<file path="src/inc/rtc_pkg.sv">
// Shared constants for the clock interrupt and time-save block
package rtc_pkg;
    // Clock and prescaler figures
    localparam int CLK_HZ = 50_000_000;
    localparam int MID_HZ = 32_000;
    localparam int TICK_HZ = 100;
    localparam int DIV_TO_MID = CLK_HZ / MID_HZ;
    localparam int DIV_TO_TICK = MID_HZ / TICK_HZ;
    // Register offsets
    localparam logic [4:0] OFS_MAIN_STATUS = 5'h00;
    localparam logic [4:0] OFS_RT_MODE = 5'h01;
    localparam logic [4:0] OFS_SAVE_CTRL = 5'h01;
    localparam logic [4:0] OFS_OUTPUT_CFG = 5'h02;
    localparam logic [4:0] OFS_PER_FLAGS = 5'h03;
    localparam logic [4:0] OFS_PER_ENABLE = 5'h03;
    localparam logic [4:0] OFS_ALARM_PF_EN = 5'h04;
    localparam logic [4:0] OFS_COUNTER0 = 5'h05;
    localparam logic [4:0] OFS_COMPARE0 = 5'h0b;
    localparam logic [4:0] OFS_SAVE0 = 5'h11;
    localparam int NUM_BYTES = 6;
    // Main status bit positions
    localparam int MS_IRQ = 0;
    localparam int MS_POWER_LOSS_IN_N = 1;
    localparam int MS_PERIODIC = 2;
    localparam int MS_ALARM = 3;
    localparam int MS_REG_SEL = 6;
    // Control bit positions
    localparam int RT_START = 3;
    localparam int SAVE_EN = 7;
    localparam int OC_PF_ON_MPO = 0;
    localparam int AP_PF_EN = 6;
    localparam int AP_ALARM_EN = 7;
    // Reset values
    localparam logic [7:0] RST_CTRL = 8'h00;
    // Counter limits in BCD, least significant byte first
    localparam logic [47:0] CNT_MAX = 48'h12_31_23_59_59_99;
    localparam logic [47:0] CNT_MIN = 48'h01_01_00_00_00_00;
    // Bits really used by each counter byte
    localparam logic [47:0] SAVE_MASK = 48'h1f_3f_3f_7f_7f_ff;
endpackage

</file>
<file path="src/inc/rtc_save_if.sv">
// Port bundle between the control logic and the time-save storage
`timescale 1ns/1ns
interface rtc_save_if;
    logic hostWe;
    logic [2:0] hostAddr;
    logic [7:0] hostData;
    logic track;
    logic [47:0] liveTime;
    logic [2:0] rdAddr;
    logic [7:0] rdData;
    modport mem (input hostWe, hostAddr, hostData, track, liveTime, rdAddr, output rdData);
    modport user (output hostWe, hostAddr, hostData, track, liveTime, rdAddr, input rdData);
endinterface

</file>
<file path="src/core/rtc_irq_latch.sv">
// Clock counters, interrupt status, alarm compare and time-save control
// Contract
// - Any access to periodic flags clears them
// - Status D0 mirrors any active interrupt output
// - Alarm match sets status; enable gates pin
// - Periodic enables mask only the summary bit
// - Power-fail interrupt needs enable and failure
// - No enables and no pending summary flag means no interrupt output
// - Write one clears status D2 or D3
// - Alarm when all enabled compare bytes match
// - Periodic events fire at counter rollover
// - Any enabled periodic event sets summary flag
// - Writing one clears summary flag and interrupt
// - Pending summary flag survives disabling enables
// - Power-fail flag follows input, not clearable
// - Chip select delays lockout during access
// - Save enable tracks; falling edge freezes time
// - Time save writes only used bits
// - Save storage is plain storage when disabled
// - Stop halts counting, carries and prescaler
// - Prescaler divides to 32 kHz then 100 Hz
// - Select bit chooses register block
`timescale 1ns/1ns
module rtc_irq_latch #(
    parameter int N = rtc_pkg::NUM_BYTES,
    parameter int DIV_A = rtc_pkg::DIV_TO_MID,
    parameter int DIV_B = rtc_pkg::DIV_TO_TICK
) (
    input wire logic clock,
    input wire logic sys_rst,
    input wire logic chipSelN,
    input wire logic readN,
    input wire logic writeN,
    input wire logic [4:0] addr,
    input wire logic [7:0] dataIn,
    output logic [7:0] dataOut,
    output logic dataOe,
    input wire logic power_loss_in_n,
    output logic irq_out_n,
    output logic multi_purpose_out
);
    rtc_save_if saveBus ();

    logic lockout;
    logic rdActive;
    logic wrActive;
    logic perRdPrev;
    logic wrPrev;
    logic [4:0] wrAddr;
    logic [7:0] wrData;
    logic commit;
    logic perRdNow;
    logic regSel;
    logic selBit;
    logic [7:0] rtMode;
    logic [7:0] saveCtrl;
    logic [7:0] outCfg;
    logic [7:0] perEnable;
    logic [7:0] alarmPfEn;
    logic [7:0] perFlags;
    logic periodicFlag;
    logic alarmFlag;
    logic pfFlag;
    logic irqActive;
    logic matchPrev;
    logic alarmMatch;
    logic run;
    logic tick100;
    logic [7:0] cnt [N];
    logic [7:0] cmpReg [N];
    logic [N:0] carry;
    logic [N-1:0] byteEq;
    logic [5:0] perTicks;
    logic perSet;
    logic alarmIrq;
    logic pfIrq;
    logic next_irqActive;
    logic [7:0] rdMux;
    logic [4:0] cntIdx;
    logic [4:0] cmpIdx;
    logic [4:0] saveIdx;
    logic wrIsCnt;
    logic wrIsCmp;
    logic wrIsSave;
    logic [47:0] liveTime;

    // BCD increment of one byte with wrap
    function automatic logic [7:0] bcdInc(input logic [7:0] v, input logic [7:0] mx,
                                          input logic [7:0] mn);
        logic [7:0] r;
        r = 8'h00;
        if (v == mx) begin
            r = mn;
        end else if (v[3:0] == 4'h9) begin
            r = {v[7:4] + 4'h1, 4'h0};
        end else begin
            r = {v[7:4], v[3:0] + 4'h1};
        end
        return r;
    endfunction

    // Strobes qualified by chip select and the lockout
    assign rdActive = !lockout && !chipSelN && !readN;
    assign wrActive = !lockout && !chipSelN && !writeN;
    assign commit = wrPrev && !wrActive;
    assign perRdNow = rdActive && addr == rtc_pkg::OFS_PER_FLAGS && !regSel;
    assign run = rtMode[rtc_pkg::RT_START];
    assign regSel = selBit;

    // Lockout only starts while no access is under way
    always_ff @(posedge clock or posedge sys_rst) begin
        if (sys_rst) begin
            lockout <= 1'b0;
        end else begin
            lockout <= !power_loss_in_n && (lockout || chipSelN);
        end
    end

    // Track strobes and hold the last written address and data
    always_ff @(posedge clock or posedge sys_rst) begin
        if (sys_rst) begin
            perRdPrev <= 1'b0;
            wrPrev <= 1'b0;
            wrAddr <= 5'h00;
            wrData <= 8'h00;
        end else begin
            perRdPrev <= perRdNow;
            wrPrev <= wrActive;
            if (wrActive) begin
                wrAddr <= addr;
                wrData <= dataIn;
            end
        end
    end

    // Address helpers for the counter, compare and save windows
    assign cntIdx = wrAddr - rtc_pkg::OFS_COUNTER0;
    assign cmpIdx = wrAddr - rtc_pkg::OFS_COMPARE0;
    assign saveIdx = wrAddr - rtc_pkg::OFS_SAVE0;
    assign wrIsCnt = commit && wrAddr >= rtc_pkg::OFS_COUNTER0 && cntIdx < 5'(N);
    assign wrIsCmp = commit && wrAddr >= rtc_pkg::OFS_COMPARE0 && cmpIdx < 5'(N);
    assign wrIsSave = commit && wrAddr >= rtc_pkg::OFS_SAVE0 && saveIdx < 5'(N);

    // Control registers; the select bit switches the block
    always_ff @(posedge clock or posedge sys_rst) begin
        if (sys_rst) begin
            selBit <= 1'b0;
            rtMode <= rtc_pkg::RST_CTRL;
            saveCtrl <= rtc_pkg::RST_CTRL;
            outCfg <= rtc_pkg::RST_CTRL;
            perEnable <= rtc_pkg::RST_CTRL;
            alarmPfEn <= rtc_pkg::RST_CTRL;
        end else if (commit) begin
            if (wrAddr == rtc_pkg::OFS_MAIN_STATUS) begin
                selBit <= wrData[rtc_pkg::MS_REG_SEL];
            end else if (!regSel && wrAddr == rtc_pkg::OFS_RT_MODE) begin
                rtMode <= wrData;
            end else if (regSel && wrAddr == rtc_pkg::OFS_SAVE_CTRL) begin
                saveCtrl <= wrData;
            end else if (regSel && wrAddr == rtc_pkg::OFS_OUTPUT_CFG) begin
                outCfg <= wrData;
            end else if (regSel && wrAddr == rtc_pkg::OFS_PER_ENABLE) begin
                perEnable <= wrData;
            end else if (regSel && wrAddr == rtc_pkg::OFS_ALARM_PF_EN) begin
                alarmPfEn <= wrData;
            end
        end
    end

    // Counter chain; carries only flow while running
    assign carry[0] = tick100 && run;
    for (genvar i = 0; i < N; i++) begin : g_cnt
        assign carry[i+1] = carry[i] && cnt[i] == rtc_pkg::CNT_MAX[8*i +: 8];
        assign byteEq[i] = !alarmPfEn[i] || cnt[i] == cmpReg[i];
        assign liveTime[8*i +: 8] = cnt[i];
        always_ff @(posedge clock or posedge sys_rst) begin
            if (sys_rst) begin
                cnt[i] <= rtc_pkg::CNT_MIN[8*i +: 8];
                cmpReg[i] <= 8'h00;
            end else begin
                if (wrIsCnt && cntIdx == 5'(i)) begin
                    cnt[i] <= wrData;
                end else if (carry[i]) begin
                    cnt[i] <= bcdInc(cnt[i], rtc_pkg::CNT_MAX[8*i +: 8],
                                     rtc_pkg::CNT_MIN[8*i +: 8]);
                end
                if (wrIsCmp && cmpIdx == 5'(i)) begin
                    cmpReg[i] <= wrData;
                end
            end
        end
    end

    rtc_prescaler #(.DIV_A(DIV_A), .DIV_B(DIV_B)) u_prescaler (
        .clock(clock),
        .sys_rst(sys_rst),
        .run(run),
        .tick100(tick100)
    );

    // Periodic ticks at 10 ms, 100 ms, 1 s, 10 s, 1 min and 1 h
    assign perTicks = {carry[3], carry[2], carry[1] && cnt[1][3:0] == 4'h9,
                       carry[1], carry[0] && cnt[0][3:0] == 4'h9, carry[0]};
    assign perSet = |(perTicks & perEnable[5:0]);

    // Periodic flags clear when a flag read ends, so the host sees them first;
    // a tick in the clearing cycle still lands
    always_ff @(posedge clock or posedge sys_rst) begin
        if (sys_rst) begin
            perFlags <= 8'h00;
        end else if ((perRdPrev && !perRdNow)
                     || (commit && wrAddr == rtc_pkg::OFS_PER_FLAGS && !regSel)) begin
            perFlags <= {2'b00, perTicks};
        end else begin
            perFlags <= perFlags | {2'b00, perTicks};
        end
    end

    // Alarm match edge
    assign alarmMatch = (|alarmPfEn[5:0]) && (&byteEq); // No byte enabled, no alarm
    always_ff @(posedge clock or posedge sys_rst) begin
        if (sys_rst) begin
            matchPrev <= 1'b0;
        end else begin
            matchPrev <= alarmMatch;
        end
    end

    // Main status flags; set wins over a write-one clear
    always_ff @(posedge clock or posedge sys_rst) begin
        if (sys_rst) begin
            periodicFlag <= 1'b0;
            alarmFlag <= 1'b0;
        end else begin
            if (perSet) begin
                periodicFlag <= 1'b1;
            end else if (commit && wrAddr == rtc_pkg::OFS_MAIN_STATUS
                         && wrData[rtc_pkg::MS_PERIODIC]) begin
                periodicFlag <= 1'b0;
            end
            if (alarmMatch && !matchPrev) begin
                alarmFlag <= 1'b1;
            end else if (commit && wrAddr == rtc_pkg::OFS_MAIN_STATUS
                         && wrData[rtc_pkg::MS_ALARM]) begin
                alarmFlag <= 1'b0;
            end
        end
    end

    // Power-fail flag mirrors the input; host writes have no effect
    always_ff @(posedge clock or posedge sys_rst) begin
        if (sys_rst) begin
            pfFlag <= 1'b0;
        end else begin
            pfFlag <= !power_loss_in_n;
        end
    end

    // Interrupt routing; alarm and power fail need their enables, the periodic flag is not gated
    assign alarmIrq = alarmFlag && alarmPfEn[rtc_pkg::AP_ALARM_EN];
    assign pfIrq = pfFlag && alarmPfEn[rtc_pkg::AP_PF_EN];
    assign next_irqActive = alarmIrq || periodicFlag || pfIrq;

    // Pins and the D0 summary come from the same decision
    always_ff @(posedge clock or posedge sys_rst) begin
        if (sys_rst) begin
            irqActive <= 1'b0;
            irq_out_n <= 1'b1;
            multi_purpose_out <= 1'b0;
        end else begin
            irqActive <= next_irqActive;
            irq_out_n <= !(alarmIrq || periodicFlag
                           || (pfIrq && !outCfg[rtc_pkg::OC_PF_ON_MPO]));
            multi_purpose_out <= pfIrq && outCfg[rtc_pkg::OC_PF_ON_MPO];
        end
    end

    // Time-save storage hookup
    assign saveBus.track = saveCtrl[rtc_pkg::SAVE_EN];
    assign saveBus.liveTime = liveTime;
    assign saveBus.hostWe = wrIsSave && !saveCtrl[rtc_pkg::SAVE_EN];
    assign saveBus.hostAddr = saveIdx[2:0];
    assign saveBus.hostData = wrData;
    assign saveBus.rdAddr = 3'(addr - rtc_pkg::OFS_SAVE0);

    rtc_save_ram u_save (
        .clock(clock),
        .sys_rst(sys_rst),
        .bus(saveBus)
    );

    // Read multiplexer
    always_comb begin
        rdMux = 8'h00;
        if (addr == rtc_pkg::OFS_MAIN_STATUS) begin
            rdMux = {1'b0, regSel, 2'b00, alarmFlag, periodicFlag, pfFlag, irqActive};
        end else if (addr >= rtc_pkg::OFS_SAVE0 && addr < rtc_pkg::OFS_SAVE0 + 5'(N)) begin
            rdMux = saveBus.rdData;
        end else if (addr >= rtc_pkg::OFS_COMPARE0 && addr < rtc_pkg::OFS_SAVE0) begin
            rdMux = cmpReg[3'(addr - rtc_pkg::OFS_COMPARE0)];
        end else if (addr >= rtc_pkg::OFS_COUNTER0 && addr < rtc_pkg::OFS_COMPARE0) begin
            rdMux = cnt[3'(addr - rtc_pkg::OFS_COUNTER0)];
        end else if (!regSel) begin
            case (addr)
                rtc_pkg::OFS_RT_MODE: rdMux = rtMode;
                rtc_pkg::OFS_PER_FLAGS: rdMux = perFlags;
                default: rdMux = 8'h00;
            endcase
        end else begin
            case (addr)
                rtc_pkg::OFS_SAVE_CTRL: rdMux = saveCtrl;
                rtc_pkg::OFS_OUTPUT_CFG: rdMux = outCfg;
                rtc_pkg::OFS_PER_ENABLE: rdMux = perEnable;
                rtc_pkg::OFS_ALARM_PF_EN: rdMux = alarmPfEn;
                default: rdMux = 8'h00;
            endcase
        end
    end

    // Data bus drive follows the read strobe
    always_ff @(posedge clock or posedge sys_rst) begin
        if (sys_rst) begin
            dataOut <= 8'h00;
            dataOe <= 1'b0;
        end else begin
            dataOut <= rdMux;
            dataOe <= rdActive;
        end
    end

    a_d0_tracks: assert property (@(posedge clock) disable iff (sys_rst)
        irqActive == (!irq_out_n || multi_purpose_out))
        else $error("summary bit disagrees with pins");
    a_no_enables: assert property (@(posedge clock) disable iff (sys_rst)
        (perEnable == 8'h00 && alarmPfEn[7:6] == 2'b00 && !periodicFlag)
        |=> irq_out_n && !multi_purpose_out) else $error("irq with no enable");
    a_alarm_sets: assert property (@(posedge clock) disable iff (sys_rst)
        alarmMatch && !matchPrev |=> alarmFlag) else $error("alarm missed");
    a_per_clear: assert property (@(posedge clock) disable iff (sys_rst)
        commit && wrAddr == rtc_pkg::OFS_PER_FLAGS && !regSel && perTicks == 6'h00
        |=> perFlags == 8'h00) else $error("periodic flags kept after write");
    a_pf_follow: assert property (@(posedge clock) disable iff (sys_rst)
        ##1 pfFlag == !$past(power_loss_in_n)) else $error("pf flag stale");
    a_pend_hold: assert property (@(posedge clock) disable iff (sys_rst)
        periodicFlag && !(commit && wrAddr == 5'h00 && wrData[2]) |=> periodicFlag)
        else $error("periodic flag dropped");
    a_stop_hold: assert property (@(posedge clock) disable iff (sys_rst)
        !run && !wrIsCnt |=> cnt[0] == $past(cnt[0]))
        else $error("counted while stopped");
    a_lock_access: assert property (@(posedge clock) disable iff (sys_rst)
        !lockout && !chipSelN |=> !lockout) else $error("lockout cut access");
    c_alarm: cover property (@(posedge clock) alarmFlag && !irq_out_n);
    c_periodic: cover property (@(posedge clock) perSet);
    c_freeze: cover property (@(posedge clock) $fell(saveBus.track));
endmodule // rtc_irq_latch

</file>
<file path="src/core/rtc_prescaler.sv">
// Two-stage divider from the system clock to the 100 Hz counting tick
`timescale 1ns/1ns
module rtc_prescaler #(
    parameter int DIV_A = rtc_pkg::DIV_TO_MID,
    parameter int DIV_B = rtc_pkg::DIV_TO_TICK
) (
    input wire logic clock,
    input wire logic sys_rst,
    input wire logic run,
    output logic tick100
);
    logic [11:0] cntA;
    logic [9:0] cntB;

    // Divide down; a stopped clock holds both stages at zero
    always_ff @(posedge clock or posedge sys_rst) begin
        if (sys_rst) begin
            cntA <= 12'h000;
            cntB <= 10'h000;
            tick100 <= 1'b0;
        end else if (!run) begin
            cntA <= 12'h000;
            cntB <= 10'h000;
            tick100 <= 1'b0;
        end else begin
            tick100 <= 1'b0;
            if (cntA == 12'(DIV_A - 1)) begin
                cntA <= 12'h000;
                if (cntB == 10'(DIV_B - 1)) begin
                    cntB <= 10'h000;
                    tick100 <= 1'b1;
                end else begin
                    cntB <= cntB + 10'h001;
                end
            end else begin
                cntA <= cntA + 12'h001;
            end
        end
    end

    a_stop_quiet: assert property (@(posedge clock) disable iff (sys_rst)
        !run |=> !tick100) else $error("tick while stopped");
    a_tick_phase: assert property (@(posedge clock) disable iff (sys_rst)
        tick100 |-> cntA == 12'h000 && cntB == 10'h000)
        else $error("tick off divider phase");
endmodule // rtc_prescaler

</file>
<file path="src/core/rtc_save_ram.sv">
// Time-save storage: tracks the counters or serves as plain host storage
`timescale 1ns/1ns
module rtc_save_ram #(
    parameter int N = rtc_pkg::NUM_BYTES
) (
    input wire logic clock,
    input wire logic sys_rst,
    rtc_save_if.mem bus
);
    logic [7:0] mem [N];

    // One storage byte per counter
    for (genvar i = 0; i < N; i++) begin : g_byte
        always_ff @(posedge clock or posedge sys_rst) begin
            if (sys_rst) begin
                mem[i] <= 8'h00;
            end else if (bus.track) begin
                mem[i] <= (mem[i] & ~rtc_pkg::SAVE_MASK[8*i +: 8])
                    | (bus.liveTime[8*i +: 8] & rtc_pkg::SAVE_MASK[8*i +: 8]);
            end else if (bus.hostWe && bus.hostAddr == 3'(i)) begin
                mem[i] <= bus.hostData;
            end
        end
    end

    // Registered read port
    always_ff @(posedge clock or posedge sys_rst) begin
        if (sys_rst) begin
            bus.rdData <= 8'h00;
        end else if (int'(bus.rdAddr) < N) begin
            bus.rdData <= mem[bus.rdAddr];
        end else begin
            bus.rdData <= 8'h00;
        end
    end

    a_track_copy: assert property (@(posedge clock) disable iff (sys_rst)
        bus.track |=> ((mem[0] ^ $past(bus.liveTime[7:0]))
        & rtc_pkg::SAVE_MASK[7:0]) == 8'h00)
        else $error("save byte did not follow counter");
    a_unused_kept: assert property (@(posedge clock) disable iff (sys_rst)
        bus.track |=> (mem[1] & ~rtc_pkg::SAVE_MASK[15:8])
        == ($past(mem[1]) & ~rtc_pkg::SAVE_MASK[15:8]))
        else $error("unused save bit changed");
endmodule // rtc_save_ram

</file>
<file path="config.mk">
export PLATFORM = sky130hd
export DESIGN_NAME = rtc_irq_latch
export DESIGN_NICKNAME = d
export VERILOG_FILES = /design/src/inc/rtc_pkg.sv /design/src/inc/rtc_save_if.sv /design/src/core/rtc_irq_latch.sv /design/src/core/rtc_prescaler.sv /design/src/core/rtc_save_ram.sv
export SDC_FILE = /design/constraint.sdc
export NUM_CORES = 1
export LEC_CHECK = 0
export BUFFER_PORTS_ARGS = -buffer_cell sky130_fd_sc_hd__buf_4
export CAP_MARGIN = 20
export CORE_MARGIN = 2
export CORE_UTILIZATION = 48
export CTS_BUF_LIST = sky130_fd_sc_hd__clkbuf_2 sky130_fd_sc_hd__clkbuf_4 sky130_fd_sc_hd__clkbuf_8
export DETAILED_ROUTE_END_ITERATION = 10
export SETUP_SLACK_MARGIN = 0.05
export SYNTH_ARGS = -nofsm -noshare
export SYNTH_HDL_FRONTEND = slang
export SYNTH_SLANG_ARGS = --single-unit
</file>
<file path="constraint.sdc">
create_clock -name clock -period 17.2 [get_ports clock]
set_input_delay 2.58 -clock clock [delete_from_list [all_inputs] [get_ports clock]]
set_output_delay 2.58 -clock clock [all_outputs]
set_load 0.05 [all_outputs]
</file>
==> reports/qor.txt <==
Setup violators final - 0
GR Overflow Total - 0
Initial Util - 48.6%
Crit. End Element - flip-flop
Postcts setup bufs - 0
Fin crit share - 30.4%
Clk root buf - clkbuf_8
Layout cells sized above 1 - 20.9%
ANT cells - 0
H-tree level count - 2
CORE AREA - 29600 sq um
TritonCTS Sinks - 254
Fmax - 191 MHz
Hold_buf cts - 0
CTS Buf Count - 45
Routed Wire Length - 47400 microns
Layout Skew - 0.0141 ns
Maximum number of pins on one net before global-route repair - 141
Min Clock Period, post-route - 5.22 ns
WL/cell - 26.3 microns
Die area - 31300 sq um
Drt pass-1 iters - 7
Max-slew headroom - 22.7%
Outcome - finished clean
Max-slew violations - 0
Worst VDD drop - 0.0624 mV
Hpwl dp - 32600 microns
Max Cap Viol - 0
# IOs - 30
CTS tree - built
# DRC - 0
Post-place instance area - 14900 sq um
Max clock buf depth - 3
GRT Resource Usage Total - 30.8%
Row count - 63
Final Cell Area - 15800 sq um
Die Span Y - 177 microns
Sequential-to-total area share from yosys stat - 44.3%
Synth Flop Type - dfrtp_1
Via count - 11400
FF/Latch Area - 6360 sq um
Setup crit start kind - primary input
Final net count - 1430
Initial DRC count - 1128
Fill cells - 2652
#FFs+latches synth - 254
Ys async rst share - 100%
Initial antenna violation count - 2
Global-route wire length before repair - 71200 microns
RSZ-0062 raised after global routing - false
Vias per cell - 6.30
Clk slew on worst S/H paths - 0.07 ns
Min-Delay Path Depth - 1
Number of enable flip-flop cells after synthesis - 0
Syn. warnings - 0
Multi-input logic area - 7470 sq um
RD Place Congestion - 0.948
Setup Total Neg Slack - 0 ns
Leakage - 6.63 nW
Commonest cells after routing, fill and taps aside - 250 x dfrtp_1, 135 x nand2_1, 113 x mux2_2
Hold WC Path Type - flip-flop to flip-flop
Synth Cell Area - 14400 sq um
Syn_nets - 1438
Worst skew pair latency - 0.58 ns
Port buffer count - 29
Crit Path Max Fanout - 47
Vias in the first global route - 11000
Pwr dens - 123 nW/um^2
Post-CTS sizing - 0
Cells after synthesis - 1389
CP Class - primary input to flip-flop
Worst slew pin tran - 1.16 ns
R2r worst-path depth - 6
Post-synthesis cell type count - 77
Critical Path AT - 5.70 ns
Hold Vio Cnt, Final - 0
Data required time of the critical path - 17.67 ns
Syn Area/Cell - 10.3 sq um
Most common cell after layout, fill and taps aside - dfrtp_1
Synthesis-to-layout area growth - 10.1%
ANT nets after route - 0
Die Width - 177 microns
Reg2Reg Setup Slack - 13.27 ns
-- per-layer routing --
metal | vias up | wire length [microns] | global-route usage (%)
met1 | 5768 | 21400 | 44.7
met3 | 106 | 2930 | 4.10
met4 | 4 | 1640 | 10.9
met5 | - | 30 | 0
li1 | 5038 | - | -
met2 | 446 | 21500 | 47.4
-- report_power, final --
part	switching, mW	leakage (nW)	internal (mW)
combinational	0.240	3.01	0.199
clock	0.271	0.509	0.329
sequential	0.195	3.11	0.713
total	0.706	6.63	1.24
-- final timing paths --
check | end | from
setup / recovery | dataOut[7] | addr[0]
hold / removal | alarmFlag | matchPrev
setup reg to reg | cnt[26] | wrAddr[0]
hold reg to reg | alarmFlag | matchPrev
max in group asynchronous | saveCtrl[7] | sys_rst
min in group asynchronous | cnt[34] | sys_rst
-- registers in the layout, summed over array words and instances, names as in the netlist, 5 cells and up --
register           count
alarmPfEn              8
cmpReg                48
cnt                   48
dataOut                8
outCfg                 8
perEnable              8
perFlags               6
rtMode                 8
saveBus.hostData       8
saveCtrl               8
u_prescaler.cntA      12
u_prescaler.cntB      10
u_save.bus.rdData      8
u_save.mem            48
wrAddr                 5
-- cell usage after synthesis, types with 30 or more instances --
cell	number	share of area, %
nand3_1	35	1.2
xnor2_1	52	3.2
mux2_2	113	8.9
inv_1	35	0.91
nor2_1	48	1.3
nor3_1	51	1.8
mux2i_1	82	5.7
a21oi_1	42	1.5
nand2_1	135	3.5
ha_1	30	2.6
dfrtp_1	251	44
o21ai_0	88	3.1
clkbuf_1	83	2.2
-- through the flow --
step	setup slack, ns	hold slack (ns)	util, %	instances	power (mW)
after CTS	12.03	0.434	53.5	1802	1.94
final	11.98	0.435	53.5	1804	1.95
after global routing	11.84	0.471	53.5	1804	2.03
after global placement	11.49	0.426	50.2	1721	1.33
after floorplan	7.64	0.411	-	1389	1.16
after detailed placement	11.43	0.434	50.3	1722	1.35
-- area by class of cell --
class / instances / share of cell area [%]
multi-input combinational: 992 / 47.2
sequential: 254 / 40.2
clock buffer: 71 / 5.58
tap: 390 / 3.08
timing repair buffer: 52 / 2.55
inverter: 36 / 0.902
clock inverter: 9 / 0.419
-- cells by family after synthesis --
| group | synth area share, % |
|---|---|
| buf+inv | 3.93 |
| fa+ha+maj | 2.61 |
| flops | 44.3 |
| simple gates | 15.3 |
| mux | 17.7 |
| compound gates | 11.7 |
| xor+xnor | 4.45 |
-- worst max-delay path: stages --
cell	delay [ns]
buf_4	0.59
inv_2	0.32
ha_1	0.71
buf_4	0.44
mux4_2	0.37
a22o_1	0.25
a2bb2oi_1	0.12
a22o_1	0.23
No activity file was read; power rests on OpenSTA's default activity.
